File: src/hw/aesc_pkg.sv
package aesc_pkg;

    // ------------------------------------------------------------
    // Address map
    // ------------------------------------------------------------
    localparam logic [7:0] AESC_ADDR_STATUS    = 8'h82;
    localparam logic [7:0] AESC_ADDR_CONTROL   = 8'h83;
    localparam logic [7:0] AESC_ADDR_BLK_FIRST = 8'h84;
    localparam logic [7:0] AESC_ADDR_BLK_LAST  = 8'h93;
    localparam logic [7:0] AESC_ADDR_ALIAS     = 8'h94;

    // ------------------------------------------------------------
    // Fields and reset values
    // ------------------------------------------------------------
    localparam int         AESC_STAT_ERR_BIT  = 7;
    localparam int         AESC_STAT_DONE_BIT = 0;
    localparam int         AESC_CTL_START_BIT = 7;
    localparam int         AESC_CTL_MODE_HI   = 6;
    localparam int         AESC_CTL_MODE_LO   = 4;
    localparam int         AESC_CTL_DIR_BIT   = 3;
    localparam logic [7:0] AESC_CTL_RW_MASK   = 8'h78;
    localparam logic [7:0] AESC_STATUS_RESET  = 8'h00;
    localparam logic [7:0] AESC_CONTROL_RESET = 8'h00;
    localparam logic [2:0] AESC_MODE_ECB      = 3'h0;
    localparam logic [2:0] AESC_MODE_KEY      = 3'h1;
    localparam logic [2:0] AESC_MODE_CBC      = 3'h2;
    localparam int         AESC_BLOCK_BYTES   = 16;

    // ------------------------------------------------------------
    // Timing
    // ------------------------------------------------------------
    localparam int AESC_CLK_MHZ       = 100;
    localparam int AESC_RUN_MAX_US    = 24;
    localparam int AESC_RUN_MAX_CYC   = AESC_RUN_MAX_US * AESC_CLK_MHZ;
    localparam int AESC_RUN_DEF_CYC   = 2340;

    typedef enum logic [2:0] {
        AESC_IDLE = 3'b001,
        AESC_RUN  = 3'b010,
        AESC_KEY  = 3'b100
    } aesc_state_t;

endpackage

File: src/hw/aesc_run_timer.sv
`timescale 1ns/100ps
`default_nettype none

// Counts the processing time of one run; abort stops it at once
module aesc_run_timer
    import aesc_pkg::*;
#(
    parameter int RUN_CYCLES = AESC_RUN_DEF_CYC
) (
    // Clock and reset
    input  wire logic clk,
    input  wire logic rst,
    // Control
    input  wire logic launch,
    input  wire logic abort,
    // Status
    output logic      busy,
    output logic      finish
);
    localparam int CW = $clog2(RUN_CYCLES + 1);

    // Refused at elaboration: a run longer than the bound breaks the done deadline
    if (RUN_CYCLES < 1 || RUN_CYCLES > AESC_RUN_MAX_CYC) begin : g_bad_run_cycles
        $error("aesc_run_timer: RUN_CYCLES out of range");
    end

    logic [CW-1:0] count_reg;

    always_ff @(posedge clk) begin
        if (rst || abort) begin
            count_reg <= '0;
            busy      <= 1'b0;
            finish    <= 1'b0;
        end else if (launch) begin
            count_reg <= CW'(RUN_CYCLES - 1);
            busy      <= 1'b1;
            finish    <= 1'b0;
        end else if (busy) begin
            finish    <= (count_reg == '0);
            busy      <= (count_reg != '0);
            count_reg <= (count_reg == '0) ? '0 : count_reg - 1'b1;
        end else begin
            finish    <= 1'b0;
        end
    end

endmodule
`default_nettype wire

File: src/hw/aesc_engine_ctrl.sv
`timescale 1ns/100ps
`default_nettype none

// Summary of operation
// - Error flag on busy control access, short read
// - Error bit reads one after module error
// - Done bit reads one after completion
// - Control access while running aborts run
// - Start bit write launches run
// - Bits 6:4 select ECB, key, CBC
// - Bit 3 selects encrypt or ECB decrypt
// - Address 0x94 mirrors the control register
// - Burst write to mirror starts processing
// - Done within 24 microseconds of start
// - Block space holds key or data
// - Deepest sleep resets all registers
// - Write returns previous byte one later
module aesc_engine_ctrl
    import aesc_pkg::*;
#(
    parameter int RUN_CYCLES = AESC_RUN_DEF_CYC
) (
    // Clock and reset
    input  wire logic       clk,
    input  wire logic       rst,
    input  wire logic       deepestSleepState,
    // SRAM access port (byte strobes from the SPI front end)
    input  wire logic       accStart,
    input  wire logic       accEnd,
    input  wire logic       accWrite,
    input  wire logic       accRead,
    input  wire logic [7:0] accAddr,
    input  wire logic [7:0] accWdata,
    // Read data and status
    output logic [7:0]      accRdata,
    output logic [7:0]      accOutData,
    output logic            cipherBusy,
    output logic [2:0]      cipherMode,
    output logic            cipherDecrypt,
    output logic            keyValid
);

    // ------------------------------------------------------------
    // Decode
    // ------------------------------------------------------------
    function automatic logic isCtl(input logic [7:0] a);
        return (a == AESC_ADDR_CONTROL) || (a == AESC_ADDR_ALIAS);
    endfunction

    function automatic logic modeLegal(input logic [2:0] m);
        return (m == AESC_MODE_ECB) || (m == AESC_MODE_KEY) || (m == AESC_MODE_CBC);
    endfunction

    function automatic logic isBlk(input logic [7:0] a);
        return (a >= AESC_ADDR_BLK_FIRST) && (a <= AESC_ADDR_BLK_LAST);
    endfunction

    logic        clr;
    logic        ctlAcc;
    logic        ctlWr;
    logic        launch;
    logic        busy;
    logic        finish;
    logic        modeOk;
    logic [3:0]  blkIdx;
    logic [4:0]  readCnt_reg;
    logic [7:0]  prevByte_reg;
    logic [7:0]  control_reg;
    logic        done_reg;
    logic        err_reg;
    logic [7:0]  blkMem [AESC_BLOCK_BYTES];
    logic [7:0]  keyMem [AESC_BLOCK_BYTES];
    aesc_state_t state_reg;

    assign clr    = rst || deepestSleepState;
    assign ctlAcc = isCtl(accAddr) && (accWrite || accRead);
    assign ctlWr  = isCtl(accAddr) && accWrite;
    assign blkIdx = 4'(accAddr - AESC_ADDR_BLK_FIRST);
    assign modeOk = modeLegal(accWdata[AESC_CTL_MODE_HI:AESC_CTL_MODE_LO])
                 && !((accWdata[AESC_CTL_MODE_HI:AESC_CTL_MODE_LO] == AESC_MODE_CBC)
                      && accWdata[AESC_CTL_DIR_BIT]);
    // Reserved mode codes and CBC decrypt are refused rather than run
    assign launch = ctlWr && accWdata[AESC_CTL_START_BIT] && !busy && modeOk;

    // ------------------------------------------------------------
    // Run timer
    // ------------------------------------------------------------
    aesc_run_timer #(
        .RUN_CYCLES (RUN_CYCLES)
    ) u_timer (
        .clk    (clk),
        .rst    (clr),
        .launch (launch),
        .abort  (ctlAcc && busy),
        .busy   (busy),
        .finish (finish)
    );

    // ------------------------------------------------------------
    // Control register
    // ------------------------------------------------------------
    always_ff @(posedge clk) begin
        if (clr) begin
            control_reg <= AESC_CONTROL_RESET;
        end else if (ctlWr && !busy && modeLegal(accWdata[AESC_CTL_MODE_HI:AESC_CTL_MODE_LO])) begin
            // A reserved mode code is dropped whole, so the core never sees one
            control_reg <= accWdata & AESC_CTL_RW_MASK;
        end
    end

    // ------------------------------------------------------------
    // Status flags
    // ------------------------------------------------------------
    always_ff @(posedge clk) begin
        if (clr) begin
            done_reg <= 1'b0;
        end else if (finish) begin
            done_reg <= 1'b1;
        end else if (launch) begin
            done_reg <= 1'b0;
        end
    end

    // Short block read counted per access; checked when the access ends
    always_ff @(posedge clk) begin
        if (clr || accStart) begin
            readCnt_reg <= '0;
        end else if (accRead && isBlk(accAddr) && readCnt_reg != 5'(AESC_BLOCK_BYTES)) begin
            readCnt_reg <= readCnt_reg + 5'h01;
        end
    end

    always_ff @(posedge clk) begin
        if (clr) begin
            err_reg <= 1'b0;
        end else if ((ctlAcc && busy)
                  || (accEnd && readCnt_reg != '0 && readCnt_reg < 5'(AESC_BLOCK_BYTES))) begin
            err_reg <= 1'b1;
        end else if (launch) begin
            err_reg <= 1'b0;
        end
    end

    // ------------------------------------------------------------
    // Block space and key store
    // ------------------------------------------------------------
    always_ff @(posedge clk) begin
        if (clr) begin
            for (int i = 0; i < AESC_BLOCK_BYTES; i++) begin
                blkMem[i] <= 8'h00;
                keyMem[i] <= 8'h00;
            end
        end else if (accWrite && isBlk(accAddr)) begin
            if (control_reg[AESC_CTL_MODE_HI:AESC_CTL_MODE_LO] == AESC_MODE_KEY) begin
                keyMem[blkIdx] <= accWdata;
            end else begin
                blkMem[blkIdx] <= accWdata;
            end
        end
    end

    // Previous content is captured on the write and shown one byte later
    always_ff @(posedge clk) begin
        if (clr) begin
            prevByte_reg <= 8'h00;
            accOutData   <= 8'h00;
        end else if (accWrite && accAddr >= AESC_ADDR_STATUS && accAddr <= AESC_ADDR_ALIAS) begin
            accOutData   <= prevByte_reg;
            prevByte_reg <= isBlk(accAddr) ? blkMem[blkIdx] : 8'h00;
        end
    end

    // ------------------------------------------------------------
    // Read data
    // ------------------------------------------------------------
    always_ff @(posedge clk) begin
        if (clr) begin
            accRdata <= 8'h00;
        end else if (accRead) begin
            if (accAddr == AESC_ADDR_STATUS) begin
                accRdata <= {err_reg, 6'h00, done_reg};
            end else if (isCtl(accAddr)) begin
                accRdata <= control_reg;
            end else if (isBlk(accAddr)) begin
                accRdata <= blkMem[blkIdx];
            end else begin
                accRdata <= 8'h00;
            end
        end
    end

    // ------------------------------------------------------------
    // Sequencer and outputs
    // ------------------------------------------------------------
    always_ff @(posedge clk) begin
        if (clr) begin
            state_reg <= AESC_IDLE;
            keyValid  <= 1'b0;
        end else begin
            unique case (state_reg)
                AESC_IDLE: begin
                    if (launch) begin
                        state_reg <= (accWdata[AESC_CTL_MODE_HI:AESC_CTL_MODE_LO] == AESC_MODE_KEY)
                                   ? AESC_KEY : AESC_RUN;
                    end
                end
                AESC_RUN: begin
                    if (!busy && !launch) begin
                        state_reg <= AESC_IDLE;
                    end
                end
                AESC_KEY: begin
                    if (finish) begin
                        keyValid <= 1'b1;
                    end
                    if (!busy && !launch) begin
                        state_reg <= AESC_IDLE;
                    end
                end
                default: begin
                    state_reg <= AESC_IDLE;
                end
            endcase
        end
    end

    always_ff @(posedge clk) begin
        if (clr) begin
            cipherBusy    <= 1'b0;
            cipherMode    <= AESC_MODE_ECB;
            cipherDecrypt <= 1'b0;
        end else begin
            cipherBusy    <= busy;
            cipherMode    <= control_reg[AESC_CTL_MODE_HI:AESC_CTL_MODE_LO];
            cipherDecrypt <= control_reg[AESC_CTL_DIR_BIT];
        end
    end

endmodule
`default_nettype wire

File: config.mk
export PLATFORM = sky130hd
export DESIGN_NAME = aesc_engine_ctrl
export DESIGN_NICKNAME = d
export VERILOG_FILES = /design/src/hw/aesc_pkg.sv /design/src/hw/aesc_run_timer.sv /design/src/hw/aesc_engine_ctrl.sv
export SDC_FILE = /design/constraint.sdc
export NUM_CORES = 1
export LEC_CHECK = 0
export BUFFER_PORTS_ARGS = -buffer_cell sky130_fd_sc_hd__buf_2
export CAP_MARGIN = 40
export CORE_ASPECT_RATIO = 1.25
export CORE_UTILIZATION = 60
export CTS_CLUSTER_SIZE = 24
export DETAILED_ROUTE_END_ITERATION = 6
export PLACE_DENSITY_LB_ADDON = 0.3
export SYNTH_ARGS = -nofsm -noshare
export SYNTH_HDL_FRONTEND = slang
export SYNTH_SLANG_ARGS = --single-unit
File: constraint.sdc
create_clock -name clk -period 5.2 [get_ports clk]
set_clock_uncertainty 0.05 [all_clocks]
set_input_delay 1.04 -clock clk [delete_from_list [all_inputs] [get_ports clk]]
set_output_delay 1.04 -clock clk [all_outputs]
set_load 0.01 [all_outputs]
Word-level counts from Yosys, hierarchy flattened:

Memory sizes are Yosys's and may differ from the RTL's.
Cells that the tools add are included.

* add/subtract/negate cells: 3
* $mul: 0
* div/mod/pow operators: 0
* $lt $le $gt $ge: 5
* eq/ne operators: 12
* shifts and indexed selects: 0
* multiplexer cells: 24
* bitwise gates (word level): 1
* reduce and logical (&&, ||, !) cells: 43

Operator list (count)
* 2-to-1 mux 12 bit: 3
* 2-to-1 mux 8 bit: 4
* == test 8 bit, second input constant: 3
* logical AND 1 bit: 19
* >= comparator 8 bit, second input constant: 2
* less-or-equal comparator 8 bit, second input constant: 2
* logical NOT 12 bit: 1
* 2-to-1 mux 1 bit: 12
* nonzero test 12 bit: 1
* subtractor 12 x 1 -> 12 bit, second input constant: 1
* == test 3 x 1 -> 1 bit, second input constant: 3
* 2-to-1 mux 3 bit: 3
* logical OR 1 bit: 8
* OR reduction 8 bit: 1
* == test 3 x 2 -> 1 bit, second input constant: 2
* case mux 3 bit (2 select lines): 1
* nonzero test 2 bit: 3
* adder 5 x 1 -> 5 bit, second input constant: 1
* less-than comparator 5 bit, second input constant: 1
* inequality test 5 bit, second input constant: 1
* nonzero test 5 bit: 1
* 2-to-1 mux 4 bit: 1
* AND reduction 2 bit: 2
* OR reduction 2 bit: 2
* other kinds (8): 10

* register bits: 58
* bits in latches: 0
* bits in writable memories: 128
* memory bits (read-only): 0
* input bits: 23
* output and inout port bits: 22
* logic and storage cells: 105
* memories: 1

Memories
* blkMem: words 16, width 8, rd ports 1, clocked after memory_dff 0, write ports 16, RTL line aesc_engine_ctrl.sv:71 `logic [7:0] blkMem [AESC_BLOCK_BYTES];`

Longest topological paths before layout:

* depth in word-level cells: 10
* mapped depth: 9

By module:

A second synthesis with hierarchy kept.

* cells, all modules: 709
* area, all modules: 8774.7 µm²

Modules (own cells, without submodules)
* aesc_engine_ctrl: instances 1, cells an instance 632, area each 8084.0 µm², sequential area each 4724.5 µm²
* aesc_run_timer: instances 1, cells an instance 77, area each 690.7 µm², sequential area each 280.3 µm²

Worst setup path after synthesis:

No wires, ideal clock.

* path type: input port to flip-flop
* start point: in accAddr[2]
* end point: mem blkMem[10][0], enable pin
* arrival: 2.970 ns
* slack: 1.796 ns
* stages: 8
* buffers on the path: 1
* path through: clkbuf_1 > inv_1 > ha_1 > nand2b_1 > o22ai_1 > nor3_4 > nand2_2 > o21ai_0

RTL lines
* start, declared: RTL line aesc_engine_ctrl.sv:32 `input wire logic [7:0] accAddr,`
* end, declared: RTL line aesc_engine_ctrl.sv:71

==> impl_results.md <==
- Status: complete, no violations
- Largest register FFs: 128
- CTS Root Buffer Type: sky130_fd_sc_hd__clkbuf_16
- Sink count of the clock tree: 186
- Total Power Consumption: 3.03 mW
- RSZ-0062 raised after global routing: false
- Type of element launching the critical path: input port
- Syn nets: 727
- Clock Latency Late Sink: 0.43 ns
- Overall routed net length: 19900 um
- Final std cell area, no fill: 9250 um2
- Detailed-route vias per instance: 6.26
- Length of the first detailed-routing pass in iterations: 6
- Synthesized instance count: 694
- Number of register bits inferred by synthesis: 186
- Maximum number of pins on one net before global-route repair: 47
- Most used DFF post-synth: sky130_fd_sc_hd__edfxtp_1
- Final setup fails: 0
- Time the worst path needs with I/O delays and setup: 3.73 ns
- Synth cell types: 57
- Floorplan Core Area: 13300 um2
- Async set-or-reset flop fraction in the synthesized netlist: 0%
- Remaining global-route overflow: 0
- Count of standard-cell rows: 47
- Final Hold Violating Endpoints: 0
- First-pass GRT wire length: 30300 um
- Kind of capture point of the worst setup path: register
- Leakage: 3.33 nW
- Data arrival time of the worst path: 3.83 ns
- Worst hold endpoint: accRdata[2]$_SDFFE_PP0P_
- Via total after detailed routing: 5770
- Slew Limit Headroom: 41.5%
- Share of the clock period used by the worst path after layout: 71.7%
- Number of buffers inserted by post-CTS setup repair: 0
- Data required time at the worst endpoint: 5.30 ns
- HPWL after detailed placement: 14300 um
- Number of cells in the design after placement: 890
- Number of antenna violations at the first check in global routing: 0
- Average wire per standard cell: 21.6 um
- Yosys synthesis warning count: 0
- Max cap viols: 0
- Worst Path Class, Setup: in2reg
- Placed cell areas: 8710 um2
- Utilization after layout: 69.3%
- Port Buffers: 44
- Final GP Congestion: 0.927
- Share of final-layout standard cells stronger than drive strength 1: 18.6%
- Critical R2R Capture: blkMem[0][0]$_SDFFCE_PN0P_
- Clock H-tree levels: 4
- Final cell count without fillers: 922
- Number of CTS-inserted buffers: 17
- Number of flops mapped to enable cells by yosys: 128
- Pins Over Slew Limit: 0
- Power per standard cell area: 327 nW/um2
- Reg2reg path depth: 6
- Starting Density: 62.1%
- Worst-case register-to-register setup slack: 2.63 ns
- Post-route setup TNS: 0 ns
- Type of the tightest min-delay check: reg2reg
- Worst vdd ir: 0.000235 V
- Critical R2R Launch: control_reg[4]$_SDFFE_PP0P_
- Total global-route track usage: 29.7%
- Ant. Diodes: 0
- Number of cells traversed by the worst hold path: 2
- Maximum clock frequency: 268 MHz
- Number of instances resized during post-cts repair: 0
- Area Growth Syn to Fin: 11.5%
- Number of buffers added to fix hold violations after cts: 0
- Clock Path Buffers: 2
- CP Max Fanout: 36
- Area of the die: 14300 um2
- Register clock-pin slew on the reported worst setup and hold paths: 0.06 ns
- PnR worst setup slack: 1.47 ns
- Worst Tran Pin Value: 0.876 ns
- Count of routing violations after the opening detailed-route iteration: 687
- Seq/Total Area, Yosys: 60.3%
- Clock tree from TritonCTS: yes
- Post-synthesis average cell area: 12.0 um2
- Post-Place Setup Slack: 1.03 ns
- Antenna Violating Nets Remaining: 0
- Die boundary width: 107 um
- Number of global-route vias before repair: 5579
- DR DRC count: 0
- Count of boundary I/O pins: 45
- Post-layout nets: 772
- Netlist area before placement: 8290 um2
- Worst min-delay path startpoint: accRdata[2]$_SDFFE_PP0P_
- Worst slack on hold paths: 0.411 ns
- DIE HEIGHT: 133 um
-- where the power goes --
| part | total, mW | internal [mW] | leakage [nW] | switching, mW |
|---|---|---|---|---|
| registers | 1.63 | 1.62 | 1.90 | 0.0142 |
| logic | 0.210 | 0.0749 | 1.16 | 0.135 |
| clock network | 1.19 | 0.650 | 0.277 | 0.539 |
-- routing by layer --
metal	part of all wire (%)	up-vias	global-route usage [%]
li1	-	2622	-
met1	33	2728	32.6
met2	52	337	51.1
met3	9.2	83	7.34
met4	5.9	0	18.6
met5	0	-	0
-- cell usage in the layout (no fill, tap or decap), types with 3 or more instances in the layout --
| cell type | netlist | routed |
|---|---|---|
| sky130_fd_sc_hd__nand4_1 | 10 | 10 |
| sky130_fd_sc_hd__clkbuf_16 | 0 | 18 |
| sky130_fd_sc_hd__a21oi_1 | 19 | 19 |
| sky130_fd_sc_hd__nor2b_1 | 8 | 8 |
| sky130_fd_sc_hd__or3_1 | 3 | 3 |
| sky130_fd_sc_hd__inv_1 | 10 | 12 |
| sky130_fd_sc_hd__and2_1 | 16 | 16 |
| sky130_fd_sc_hd__nand2b_1 | 9 | 9 |
| sky130_fd_sc_hd__dfxtp_1 | 58 | 58 |
| sky130_fd_sc_hd__edfxtp_1 | 128 | 128 |
| sky130_fd_sc_hd__o21ai_0 | 25 | 25 |
| sky130_fd_sc_hd__a22o_1 | 8 | 8 |
| sky130_fd_sc_hd__mux4_2 | 32 | 32 |
| sky130_fd_sc_hd__xnor2_1 | 7 | 7 |
| sky130_fd_sc_hd__xor2_1 | 4 | 4 |
| sky130_fd_sc_hd__ha_1 | 10 | 10 |
| sky130_fd_sc_hd__buf_4 | 2 | 12 |
| sky130_fd_sc_hd__a22oi_1 | 16 | 16 |
| sky130_fd_sc_hd__buf_2 | 20 | 49 |
| sky130_fd_sc_hd__nor3_1 | 10 | 10 |
| sky130_fd_sc_hd__nand3_1 | 3 | 3 |
| sky130_fd_sc_hd__inv_4 | 0 | 3 |
| sky130_fd_sc_hd__nor2_1 | 164 | 164 |
| sky130_fd_sc_hd__o22ai_1 | 3 | 3 |
| sky130_fd_sc_hd__nand2_2 | 4 | 4 |
| sky130_fd_sc_hd__a31oi_1 | 4 | 4 |
| sky130_fd_sc_hd__nand2_1 | 55 | 55 |
| sky130_fd_sc_hd__mux2i_1 | 11 | 11 |
-- worst max-delay path by stage --
stage	slack (ns)	from	to	depth (start not counted)
2_1_floorplan	1.80	accAddr[2]	blkMem[10][0]$_SDFFCE_PN0P_	8
3_3_place_gp	1.11	accAddr[0]	blkMem[5][6]$_SDFFCE_PN0P_	6
3_5_place_dp	1.03	accAddr[0]	blkMem[13][1]$_SDFFCE_PN0P_	6
4_1_cts	1.44	accAddr[0]	blkMem[0][6]$_SDFFCE_PN0P_	7
5_1_grt	1.30	accAddr[0]	blkMem[6][7]$_SDFFCE_PN0P_	7
6_report	1.47	accAddr[0]	blkMem[0][0]$_SDFFCE_PN0P_	7
-- critical path: stages --
cell and delay, ns:
sky130_fd_sc_hd__buf_2 0.57, sky130_fd_sc_hd__and3_1 0.29, sky130_fd_sc_hd__o22ai_1 0.16, sky130_fd_sc_hd__nor3_4 0.37, sky130_fd_sc_hd__nand2_2 0.46, sky130_fd_sc_hd__o21ai_0 0.66, sky130_fd_sc_hd__buf_4 0.25
-- layout make-up --
| cell class | count | area (um2) |
|---|---|---|
| clock buffers | 21 | 472 |
| repair buffers | 63 | 368 |
| fillers | 937 | 4100 |
| multi-input cells | 461 | 3090 |
| flip-flops and latches | 186 | 5000 |
| clock inverters | 10 | 66.3 |
| inverters | 10 | 37.5 |
| well taps | 171 | 214 |
-- cells by family (layout without fill, tap and decap cells) --
kind of cell / count (synthesis) / after routing / share of synthesized area, %
AOI/OAI and AO/OA: 92 / 92 / 7.23
xor gates and xnor gates: 11 / 11 / 1.16
adders and majority gates: 10 / 10 / 1.51
buffers and inverters: 47 / 104 / 2.52
DFF: 186 / 186 / 60.3
muxes: 43 / 43 / 10.0
and+or+nand+nor: 305 / 305 / 17.2
-- Yosys cell counts (all sizes together), types with 9 or more instances --
master	n	area, um2
a21oi	19	95.1
a22oi	16	120
and2	16	100
buf	26	130
clkbuf	11	41.3
dfxtp	58	1160
edfxtp	128	3840
ha	10	125
inv	10	37.5
mux2i	11	110
mux4	32	721
nand2	59	231
nand2b	9	56.3
nand4	10	62.6
nor2	165	622
nor3	11	66.3
o21ai	28	144
No activity file was read; power rests on OpenSTA's default activity.
